===== src/logic/sync_ctrl_pkg.sv =====
// Constants and carriers for the clock divider sync control block.
// Assumes a single core clock domain and the plain register port of the top module.
package sync_ctrl_pkg;

	// Register map, byte offsets on the 8-bit address port.
	localparam logic [7:0] DIVIDER_SYNC_CONTROL_ADDR = 8'h3a;

	// Field positions inside the divider sync control register.
	localparam int MASTER_EN_BIT = 0;
	localparam int DIV_EN_BIT = 1;
	localparam int NEXT_ONLY_BIT = 2;

	// Reset value of the control register: everything off to save power.
	localparam logic [2:0] CTRL_RESET = 3'h0;

	// Value read back from an unmapped address.
	localparam logic [7:0] UNMAPPED_READ = 8'h00;

	// Control fields as one carrier.
	typedef struct packed {
		logic next_only;
		logic div_en;
		logic master_en;
	} sync_ctrl_t;

	// Register port request.
	typedef struct packed {
		logic [7:0] addr;
		logic [7:0] wdata;
		logic wr;
		logic rd;
	} reg_req_t;

endpackage : sync_ctrl_pkg


===== src/logic/sync_edge_detect.sv =====
// Two-stage synchroniser plus rising edge detector for the external sync pin.
// Assumes the pin is asynchronous to CORE_CLK and pulses last at least two cycles.
`timescale 1ns/1ps
`default_nettype none
module sync_edge_detect (
	input wire logic clk,
	input wire logic rst_b,
	input wire logic pin,
	output logic rise
);

	logic meta_q, meta_d;
	logic sync_q, sync_d;
	logic last_q, last_d;

	// Next values; only the second stage and its delayed copy feed the edge logic.
	always_comb begin
		meta_d = pin;
		sync_d = meta_q;
		last_d = sync_q;
	end

	// Register stage.
	always_ff @(posedge clk or negedge rst_b) begin
		if (!rst_b) begin
			meta_q <= 1'b0;
			sync_q <= 1'b0;
			last_q <= 1'b0;
		end else begin
			meta_q <= meta_d;
			sync_q <= sync_d;
			last_q <= last_d;
		end
	end

	// A long pulse yields exactly one event on its leading edge.
	assign rise = sync_q & ~last_q;

	////////////////////////////////////////////////////////////////////////////

	// A rise is never followed by a second rise in the next cycle.
	single_rise_a: assert property (@(posedge clk) disable iff (!rst_b)
		rise |=> !rise) else $error("edge detector fired on two cycles running");

endmodule : sync_edge_detect
`default_nettype wire


===== src/logic/divider_sync_control.sv =====
// Sync control for the converter's input clock divider.
// Assumes a software register port on CORE_CLK and an asynchronous sync pin.
// How it works
// - Master enable off keeps all sync inactive.
// - Pulse reaches divider only with both enables.
// - No next-only: divider realigns every pulse.
// - Next-only: first pulse aligns, later ignored.
// - After next-only alignment, divider enable self-clears.
//
// Added by the designer: strobed register access.
`timescale 1ns/1ps
`default_nettype none
module divider_sync_control (
	input wire logic CORE_CLK,
	input wire logic RST_B,
	input wire logic [7:0] REG_ADDR,
	input wire logic [7:0] REG_WDATA,
	input wire logic REG_WR,
	input wire logic REG_RD,
	output logic [7:0] REG_RDATA,
	input wire logic SYNC_IN,
	output logic SYNC_BUF_EN,
	output logic DIV_ALIGN
);

	sync_ctrl_pkg::reg_req_t req;
	sync_ctrl_pkg::sync_ctrl_t ctrl_q, ctrl_d;
	logic [7:0] rdata_q, rdata_d;
	logic align_q, align_d;
	logic sync_rise;
	logic gate_open;
	logic ctrl_write;

	// Bundle the register port so the decode below reads as one request.
	assign req = '{addr: REG_ADDR, wdata: REG_WDATA, wr: REG_WR, rd: REG_RD};

	// A write that targets the control register; other addresses leave it alone.
	assign ctrl_write = req.wr && (req.addr == sync_ctrl_pkg::DIVIDER_SYNC_CONTROL_ADDR);

	////////////////////////////////////////////////////////////////////////////

	// Pin synchroniser and edge detector.
	sync_edge_detect edge_u (
		.clk(CORE_CLK),
		.rst_b(RST_B),
		.pin(SYNC_IN),
		.rise(sync_rise)
	);

	// The gate needs both enables; the master alone only powers the buffer.
	assign gate_open = ctrl_q.master_en & ctrl_q.div_en;

	////////////////////////////////////////////////////////////////////////////

	// Control register next value. The hardware self-clear wins over a software
	// write in the same cycle, so an alignment is never followed by a stale enable.
	always_comb begin
		ctrl_d = ctrl_q;
		if (ctrl_write) begin
			ctrl_d.master_en = req.wdata[sync_ctrl_pkg::MASTER_EN_BIT];
			ctrl_d.div_en = req.wdata[sync_ctrl_pkg::DIV_EN_BIT];
			ctrl_d.next_only = req.wdata[sync_ctrl_pkg::NEXT_ONLY_BIT];
		end
		if (gate_open && sync_rise && ctrl_q.next_only) begin
			ctrl_d.div_en = 1'b0;
		end
	end

	// Alignment pulse: one cycle per accepted edge, every edge in continuous mode.
	always_comb begin
		align_d = gate_open & sync_rise;
	end

	// Read data for the cycle after the strobe; open bits read as zero.
	always_comb begin
		rdata_d = rdata_q;
		if (req.rd) begin
			if (req.addr == sync_ctrl_pkg::DIVIDER_SYNC_CONTROL_ADDR) begin
				rdata_d = {5'h00, ctrl_q};
			end else begin
				rdata_d = sync_ctrl_pkg::UNMAPPED_READ;
			end
		end else begin
			rdata_d = 8'h00;
		end
	end

	// Control register. Reset leaves every enable low, so the sync buffer draws
	// no power until software asks for it.
	always_ff @(posedge CORE_CLK or negedge RST_B) begin
		if (!RST_B) begin
			ctrl_q <= sync_ctrl_pkg::CTRL_RESET;
		end else begin
			ctrl_q <= ctrl_d;
		end
	end

	// Alignment pulse register. It costs a cycle of latency but keeps the
	// divider's realign input free of glitches from the edge logic.
	always_ff @(posedge CORE_CLK or negedge RST_B) begin
		if (!RST_B) begin
			align_q <= 1'b0;
		end else begin
			align_q <= align_d;
		end
	end

	// Read data register.
	always_ff @(posedge CORE_CLK or negedge RST_B) begin
		if (!RST_B) begin
			rdata_q <= 8'h00;
		end else begin
			rdata_q <= rdata_d;
		end
	end

	// Outputs come straight from flip-flops.
	assign REG_RDATA = rdata_q;
	assign DIV_ALIGN = align_q;
	assign SYNC_BUF_EN = ctrl_q.master_en;

	////////////////////////////////////////////////////////////////////////////

	// Timing of one alignment, in CORE_CLK edges after the pin rises: the first
	// edge loads the first synchroniser stage, the second loads the second stage,
	// which raises the edge flag, and the third registers DIV_ALIGN.
	// Pulses shorter than two cycles may be missed; that is the price of the
	// two-stage synchroniser.

	// No alignment ever leaves while the master enable was off.
	master_gate_a: assert property (@(posedge CORE_CLK)
		disable iff (!RST_B) DIV_ALIGN |-> $past(ctrl_q.master_en))
		else $error("align without master enable");

	// With the master enable low the divider sees nothing in the next cycle.
	master_off_quiet_a: assert property (@(posedge CORE_CLK)
		disable iff (!RST_B) !ctrl_q.master_en |=> !DIV_ALIGN)
		else $error("align while master enable low");

	// A register write sets the buffer power bit one cycle later, so software
	// can leave the buffer unpowered whenever sync is unused.
	buffer_power_a: assert property (@(posedge CORE_CLK)
		disable iff (!RST_B) ctrl_write
		|=> SYNC_BUF_EN == $past(REG_WDATA[sync_ctrl_pkg::MASTER_EN_BIT]))
		else $error("buffer enable did not follow write");

	// No alignment while the divider enable was off.
	divider_gate_a: assert property (@(posedge CORE_CLK)
		disable iff (!RST_B) DIV_ALIGN |-> $past(ctrl_q.div_en))
		else $error("align without divider enable");

	// With the divider enable low the divider sees nothing in the next cycle.
	divider_off_quiet_a: assert property (@(posedge CORE_CLK)
		disable iff (!RST_B) !ctrl_q.div_en |=> !DIV_ALIGN)
		else $error("align while divider enable low");

	// With both enables high every seen edge reaches the divider.
	gate_pass_a: assert property (@(posedge CORE_CLK)
		disable iff (!RST_B) (gate_open && sync_rise) |=> DIV_ALIGN)
		else $error("open gate dropped a pulse");

	// Continuous mode passes each accepted edge.
	continuous_pass_a: assert property (@(posedge CORE_CLK)
		disable iff (!RST_B)
		(gate_open && sync_rise && !ctrl_q.next_only) |=> DIV_ALIGN)
		else $error("continuous mode dropped a pulse");

	// Continuous mode keeps the divider enable after an alignment, unless
	// software rewrites the register in the same cycle.
	continuous_keep_a: assert property (@(posedge CORE_CLK)
		disable iff (!RST_B)
		(gate_open && sync_rise && !ctrl_q.next_only && !ctrl_write)
		|=> ctrl_q.div_en)
		else $error("continuous mode lost divider enable");

	// Next-only mode: after an alignment, next edges are ignored.
	next_only_once_a: assert property (@(posedge CORE_CLK)
		disable iff (!RST_B)
		(gate_open && sync_rise && ctrl_q.next_only) |=> !gate_open)
		else $error("next-only mode still open after align");

	// Once closed in next-only mode the gate stays closed until software
	// writes the register again.
	next_only_keep_a: assert property (@(posedge CORE_CLK)
		disable iff (!RST_B)
		(ctrl_q.next_only && !ctrl_q.div_en && !ctrl_write)
		|=> !ctrl_q.div_en)
		else $error("next-only gate reopened by itself");

	// Self-clear of the divider enable after a next-only alignment.
	self_clear_a: assert property (@(posedge CORE_CLK)
		disable iff (!RST_B)
		(gate_open && sync_rise && ctrl_q.next_only) |=> (!ctrl_q.div_en && DIV_ALIGN))
		else $error("divider enable not cleared");

	// The divider enable reads low while a next-only alignment leaves.
	align_closes_a: assert property (@(posedge CORE_CLK)
		disable iff (!RST_B)
		(DIV_ALIGN && $past(ctrl_q.next_only)) |-> !ctrl_q.div_en)
		else $error("next-only align left enable set");

	// A held input gives one alignment only.
	one_event_a: assert property (@(posedge CORE_CLK)
		disable iff (!RST_B) DIV_ALIGN |=> !DIV_ALIGN)
		else $error("long pulse gave two alignments");

	////////////////////////////////////////////////////////////////////////////

	// Read data of the register match the control state one cycle later.
	read_back_a: assert property (@(posedge CORE_CLK)
		disable iff (!RST_B)
		(REG_RD && REG_ADDR == sync_ctrl_pkg::DIVIDER_SYNC_CONTROL_ADDR)
		|=> REG_RDATA == {5'h00, $past(ctrl_q)})
		else $error("read back mismatch");

	// A control write lands the next-only field one cycle later.
	field_write_a: assert property (@(posedge CORE_CLK)
		disable iff (!RST_B)
		ctrl_write |=> ctrl_q.next_only == $past(REG_WDATA[sync_ctrl_pkg::NEXT_ONLY_BIT]))
		else $error("next-only field did not follow write");

	// Writes to any other address leave the software fields untouched.
	write_ignore_a: assert property (@(posedge CORE_CLK)
		disable iff (!RST_B)
		(REG_WR && !ctrl_write) |=> ($stable(ctrl_q.master_en) && $stable(ctrl_q.next_only)))
		else $error("foreign write changed the register");

	// Unmapped reads return the fixed filler value.
	unmapped_read_a: assert property (@(posedge CORE_CLK)
		disable iff (!RST_B)
		(REG_RD && REG_ADDR != sync_ctrl_pkg::DIVIDER_SYNC_CONTROL_ADDR)
		|=> REG_RDATA == sync_ctrl_pkg::UNMAPPED_READ)
		else $error("unmapped read not filler");

	// Read data stand for one cycle only and are zero otherwise.
	read_idle_a: assert property (@(posedge CORE_CLK)
		disable iff (!RST_B) !REG_RD |=> REG_RDATA == 8'h00)
		else $error("read data not zero when idle");

endmodule : divider_sync_control
`default_nettype wire


===== config.mk =====
export PLATFORM = sky130hd
export DESIGN_NAME = divider_sync_control
export DESIGN_NICKNAME = d
export VERILOG_FILES = /design/src/logic/sync_ctrl_pkg.sv /design/src/logic/sync_edge_detect.sv /design/src/logic/divider_sync_control.sv
export SDC_FILE = /design/constraint.sdc
export NUM_CORES = 1
export LEC_CHECK = 0
export BUFFER_PORTS_ARGS = -buffer_cell sky130_fd_sc_hd__buf_4
export CAP_MARGIN = 20
export CORE_AREA = 10 10 47 49
export CTS_BUF_LIST = sky130_fd_sc_hd__clkbuf_4
export DETAILED_ROUTE_END_ITERATION = 16
export DIE_AREA = 0 0 57 59
export PLACE_DENSITY = 0.69
export SYNTH_ARGS = -nofsm -noshare
export SYNTH_HDL_FRONTEND = slang
export SYNTH_SLANG_ARGS = --single-unit

===== constraint.sdc =====
create_clock -name CORE_CLK -period 2.8 [get_ports CORE_CLK]
set_clock_uncertainty 0.15 [all_clocks]
set_input_delay 0.28 -clock CORE_CLK [delete_from_list [all_inputs] [get_ports CORE_CLK]]
set_output_delay 0.28 -clock CORE_CLK [all_outputs]
set_load 0.05 [all_outputs]

After elaboration in Yosys (flattened, before gate mapping)
Cells that the tools add are included.
{ "totals": {"reg_bits": 15, "latch_bits": 0, "mem_bits_rw": 0, "mem_bits_ro": 0, "input_bits": 21, "out_inout_bits": 10, "wordCells": 21, "mem_count": 0} }
{ "classes": {"n_addsub": 0, "multipliers": 0, "div": 0, "magnitude_cmp": 0, "eq_ne": 1, "shifts": 0, "mux": 4, "n_bitwise": 4, "reduce_logical": 4} }
{ "op_table": {"columns": ["cell", "n"], "rows": [
  ["$eq 8x6->1 const B", 1],
  ["$mux 8", 1],
  ["$and 1x1->1", 3],
  ["$logic_and 1x1->1", 3],
  ["$mux 3", 1],
  ["$mux 2", 1],
  ["$reduce_bool 2->1", 1],
  ["$mux 1", 1],
  ["$not 1->1", 1]
]} }

Logic depth before layout (Yosys ltp)
{ "logic_depth": {"depth_word": 5, "ltp_mapped": 3, "mapped_depth_nobuf": 3} }

Cells and area by module
From an unflattened synthesis, not the netlist that was laid out.
{ "unflattened": {"cells_unflattened": 34, "area_unflattened_um2": 420.4} }
{ "modules_own_cells": {"columns": ["module", "instances", "cells_per_inst", "area_each_um2", "seq_area_each_um2"], "rows": [
  ["divider_sync_control", 1, 30, 331.6, 175.2],
  ["sync_edge_detect", 1, 4, 88.8, 75.1]
]} }

Worst setup path before layout
OpenSTA, ideal clock, no wires.
{ "synth_timing": {"path_kind": "reg-to-reg", "from": "reg ctrl_q, in the netlist SYNC_BUF_EN", "to": "reg ctrl_q[1] in the netlist's numbering", "setup_time_ns": 0.127, "arrival_ns": 1.054, "t_required_ns": 2.523, "slack_ns": 1.469, "stages_incl_launch_ff": 4, "path_buffers": 0, "period_less_slack_ns": 1.331, "path_cell_list": "dfrtp_1 nand4b_1 o21ai_0 mux2i_1"} }
{ "synth_between": {"elab_chain_len": 4, "elab_cells_between_ends": 5, "cone_classes": "1 x mux; 1 x bitwise; 3 x reduce/logical"} }
{ "synth_rtl": {"columns": ["element", "line_no", "rtl"], "rows": [
  ["from (decl)", "divider_sync_control.sv:27", "sync_ctrl_pkg::sync_ctrl_t ctrl_q, ctrl_d;"],
  ["from (signal assigned)", "divider_sync_control.sv:92", "ctrl_q <= sync_ctrl_pkg::CTRL_RESET;"],
  ["from (signal assigned)", "divider_sync_control.sv:94", "ctrl_q <= ctrl_d;"],
  ["$and 1x1->1 *", "divider_sync_control.sv:51", "assign gate_open = ctrl_q.master_en & ctrl_q.div_en;"],
  ["$logic_and 1x1->1 * (2 in a row)", "divider_sync_control.sv:64", "if (gate_open && sync_rise && ctrl_q.next_only) begin"],
  ["$mux 1 / $reduce_bool 2->1 (equally long branches)", null, null]
]} }
Mark *: on every way between the ends. The rest lies on a longest branch, timed or not.
A chain may end at the register's enable or synchronous reset.

Worst setup path after layout
{ "layout_timing": {"from": "reg ctrl_q, in the netlist SYNC_BUF_EN", "to": "out SYNC_BUF_EN"} }
{ "layout_rtl": {"columns": ["element", "line_no", "rtl"], "rows": [
  ["to (decl)", "divider_sync_control.sv:22", "output logic SYNC_BUF_EN,"]
]} }
No word-level cell between the ends.

==> out/qor.yml <==
run_status:
  status: "completed"
timing:
  finalSetupViolations: 0
  finalHoldViolCount: 0
  fin_crit_sh_pct: 46.3
  post-route-min-period_ns: 1.30
  fmax_ghz: 0.771
  slew_violations: 0
  hold_slack_ns: 0.103
  fin_setup_tns_ns: 0
  rsz0062_at_grt: "no"
yosys:
  synth_area_um2: 418
  ys_warn_count: 0
  yosysUniqueCellTypes: 12
  avgSynthCellArea_um2: 12.7
  synth_seq_cells: 10
  netlist_instances: 33
  synth_seq_area_share_pct: 59.9
die:
  io_pins: 31
  coreArea_um2: 1400
  num_rows: 14
  start_util_pct: 29.8
  dieArea_um2: 3360
  die-height_um: 59
  die_x_um: 57
final_layout:
  n_fill_cell: 145
  drive_above_1_share_pct: 45.6
  fin_nets: 80
  fin_util_pct: 43.4
  antenna_cells: 0
  area_delta_synth_final_pct: 45.5
route:
  avgViaCountPerCell: 4.27
  drc_errors: 0
  antenna_left: 0
  vias: 312
  drt_iter0_markers: 5
  wl_per_cell_um: 12.2
  first_pass_iters: 2
  routed_wl_um: 892
setup_path:
  cp_slowest_stage_delay_ns: 0.41
  worstPathMaxFanout: 4
  slowest_stage: "dfrtp_1"
  critPathArrivalTime_ns: 0.87
  end_kind: "output pin"
  worstSetupPathType: "reg2out"
  cp-start-kind: "register"
  crit_family: "flip-flops"
  startpoint: "SYNC_BUF_EN"
  worst-path-buf-inv: 1
  cp_cell_sequence: "buf_4"
  cp.required_ns: 2.37
  worst_r2r_startpoint: "edge_u.last_q"
placed_design:
  routabilityCongestion: 0.741
  hpwl_um: 806
  port_buffers: 20
global_routing:
  overflow: 0
  grt_pass1_vias: 357
  grt_pass1_wl_um: 1570
  antenna_found_initial: 0
  grt_max_degree: 11
  grt_use_total_pct: 6.20
min_path:
  hold_path.class: "in2reg"
  hp-start: "REG_WDATA[0]"
clock_tree:
  cts_buffers: 3
  clockBufferDepth: 2
  post-cts-setup-buffers: 0
  cts_root_buf: "clkbuf_4"
  htree_levels: 1
  cts_tree: "built"
  insertion_delay_ns: 0.25
  clk_pin_slew_worst_paths_ns: 0.06
  cts_hold_buf: 2
  clock_sinks: 10
  post_cts_resized: 0
power_and_ir_drop:
  p_leak_nw: 0.326
  powerDensity_nw_per_um2: 474
  ir_drop_mv: 0.239
job:
  drv_cap: 0
power breakdown:
group / leakage [nW] / switching (mW) / internal (mW)
Sequential: 0.127 / 0.00269 / 0.149
Clock: 0.0138 / 0.0411 / 0.0492
Combinational: 0.185 / 0.0258 / 0.0203
Total: 0.326 / 0.0695 / 0.219
stage by stage:
step	total power, mW	area [um^2]	worst slack, ns	cells
floorplan	0.183	433	1.47	37
global placement	0.198	566	1.34	68
detailed placement	0.199	566	1.33	68
CTS	0.295	608	1.49	73
global route	0.308	608	1.44	73
finish	0.288	608	1.50	73
layout make-up:
class,count,area (um^2),area share (%)
well taps,16,20.0,3.29
repair buffers,22,170,28.0
multi-input cells,18,130,21.4
clock buffers,3,22.5,3.70
inverters,4,15.0,2.47
flip-flops and latches,10,250,41.2
registers in the layout, indices dropped and copies added, names as in the netlist:
register,cells
edge_u.last_q,1
REG_RDATA,3
edge_u.meta_q,1
DIV_ALIGN,1
SYNC_BUF_EN,1
ctrl_q,2
edge_u.last_d,1
worst paths after layout:
path | endpoint | slack [ns] | cells past startpoint
setup / recovery | SYNC_BUF_EN | 1.50 | 1
hold / removal | SYNC_BUF_EN | 0.10 | 2
setup reg to reg | ctrl_q[1] | 1.70 | 3
hold reg to reg | edge_u.last_d | 0.20 | 0
max in group asynchronous | edge_u.last_q | 2.13 | 2
min in group asynchronous | DIV_ALIGN | 0.24 | 2
kinds of logic (layout without fill, tap and decap cells):
| kind of cell | count (synthesis) | count (layout) | synth area share, % |
|---|---|---|---|
| AO/OA/AOI/OAI | 2 | 2 | 2.40 |
| buffers and inverters | 9 | 29 | 12.6 |
| other | 1 | 5 | 0.897 |
| flip-flops | 10 | 10 | 59.9 |
| multiplexers | 3 | 3 | 9.58 |
| AND/OR/NAND/NOR | 8 | 8 | 14.7 |
synthesized netlist by cell type (all sizes together):
master / n / area share (%)
nand3: 1 / 1.2
mux2: 2 / 7.2
and4bb: 2 / 6.0
mux2i: 1 / 2.4
nor2: 3 / 2.7
dfrtp: 10 / 60
and3: 1 / 2.7
inv: 4 / 3.6
nand4b: 1 / 2.1
buf: 5 / 9.0
conb: 1 / 0.90
o21ai: 2 / 2.4
cells in the final DEF (no fill, tap or decap), types with 2 or more instances in the layout:
cell           instances
inv_1                  4
mux2_4                 2
dlygate4sd3_1          2
dfrtp_1               10
and4bb_1               2
o21ai_0                2
buf_4                 20
clkbuf_4               3
conb_1                 5
nor2_1                 3
metal layers:
layer / up-vias / routed length, um / global-route usage (%)
met4: 0 / 0 / 3.02
li1: 148 / - / -
met2: 24 / 349 / 7.75
met3: 0 / 194 / 7.94
met5: - / 0 / 0
met1: 140 / 348 / 5.61
No activity file was read; power rests on OpenSTA's default activity.
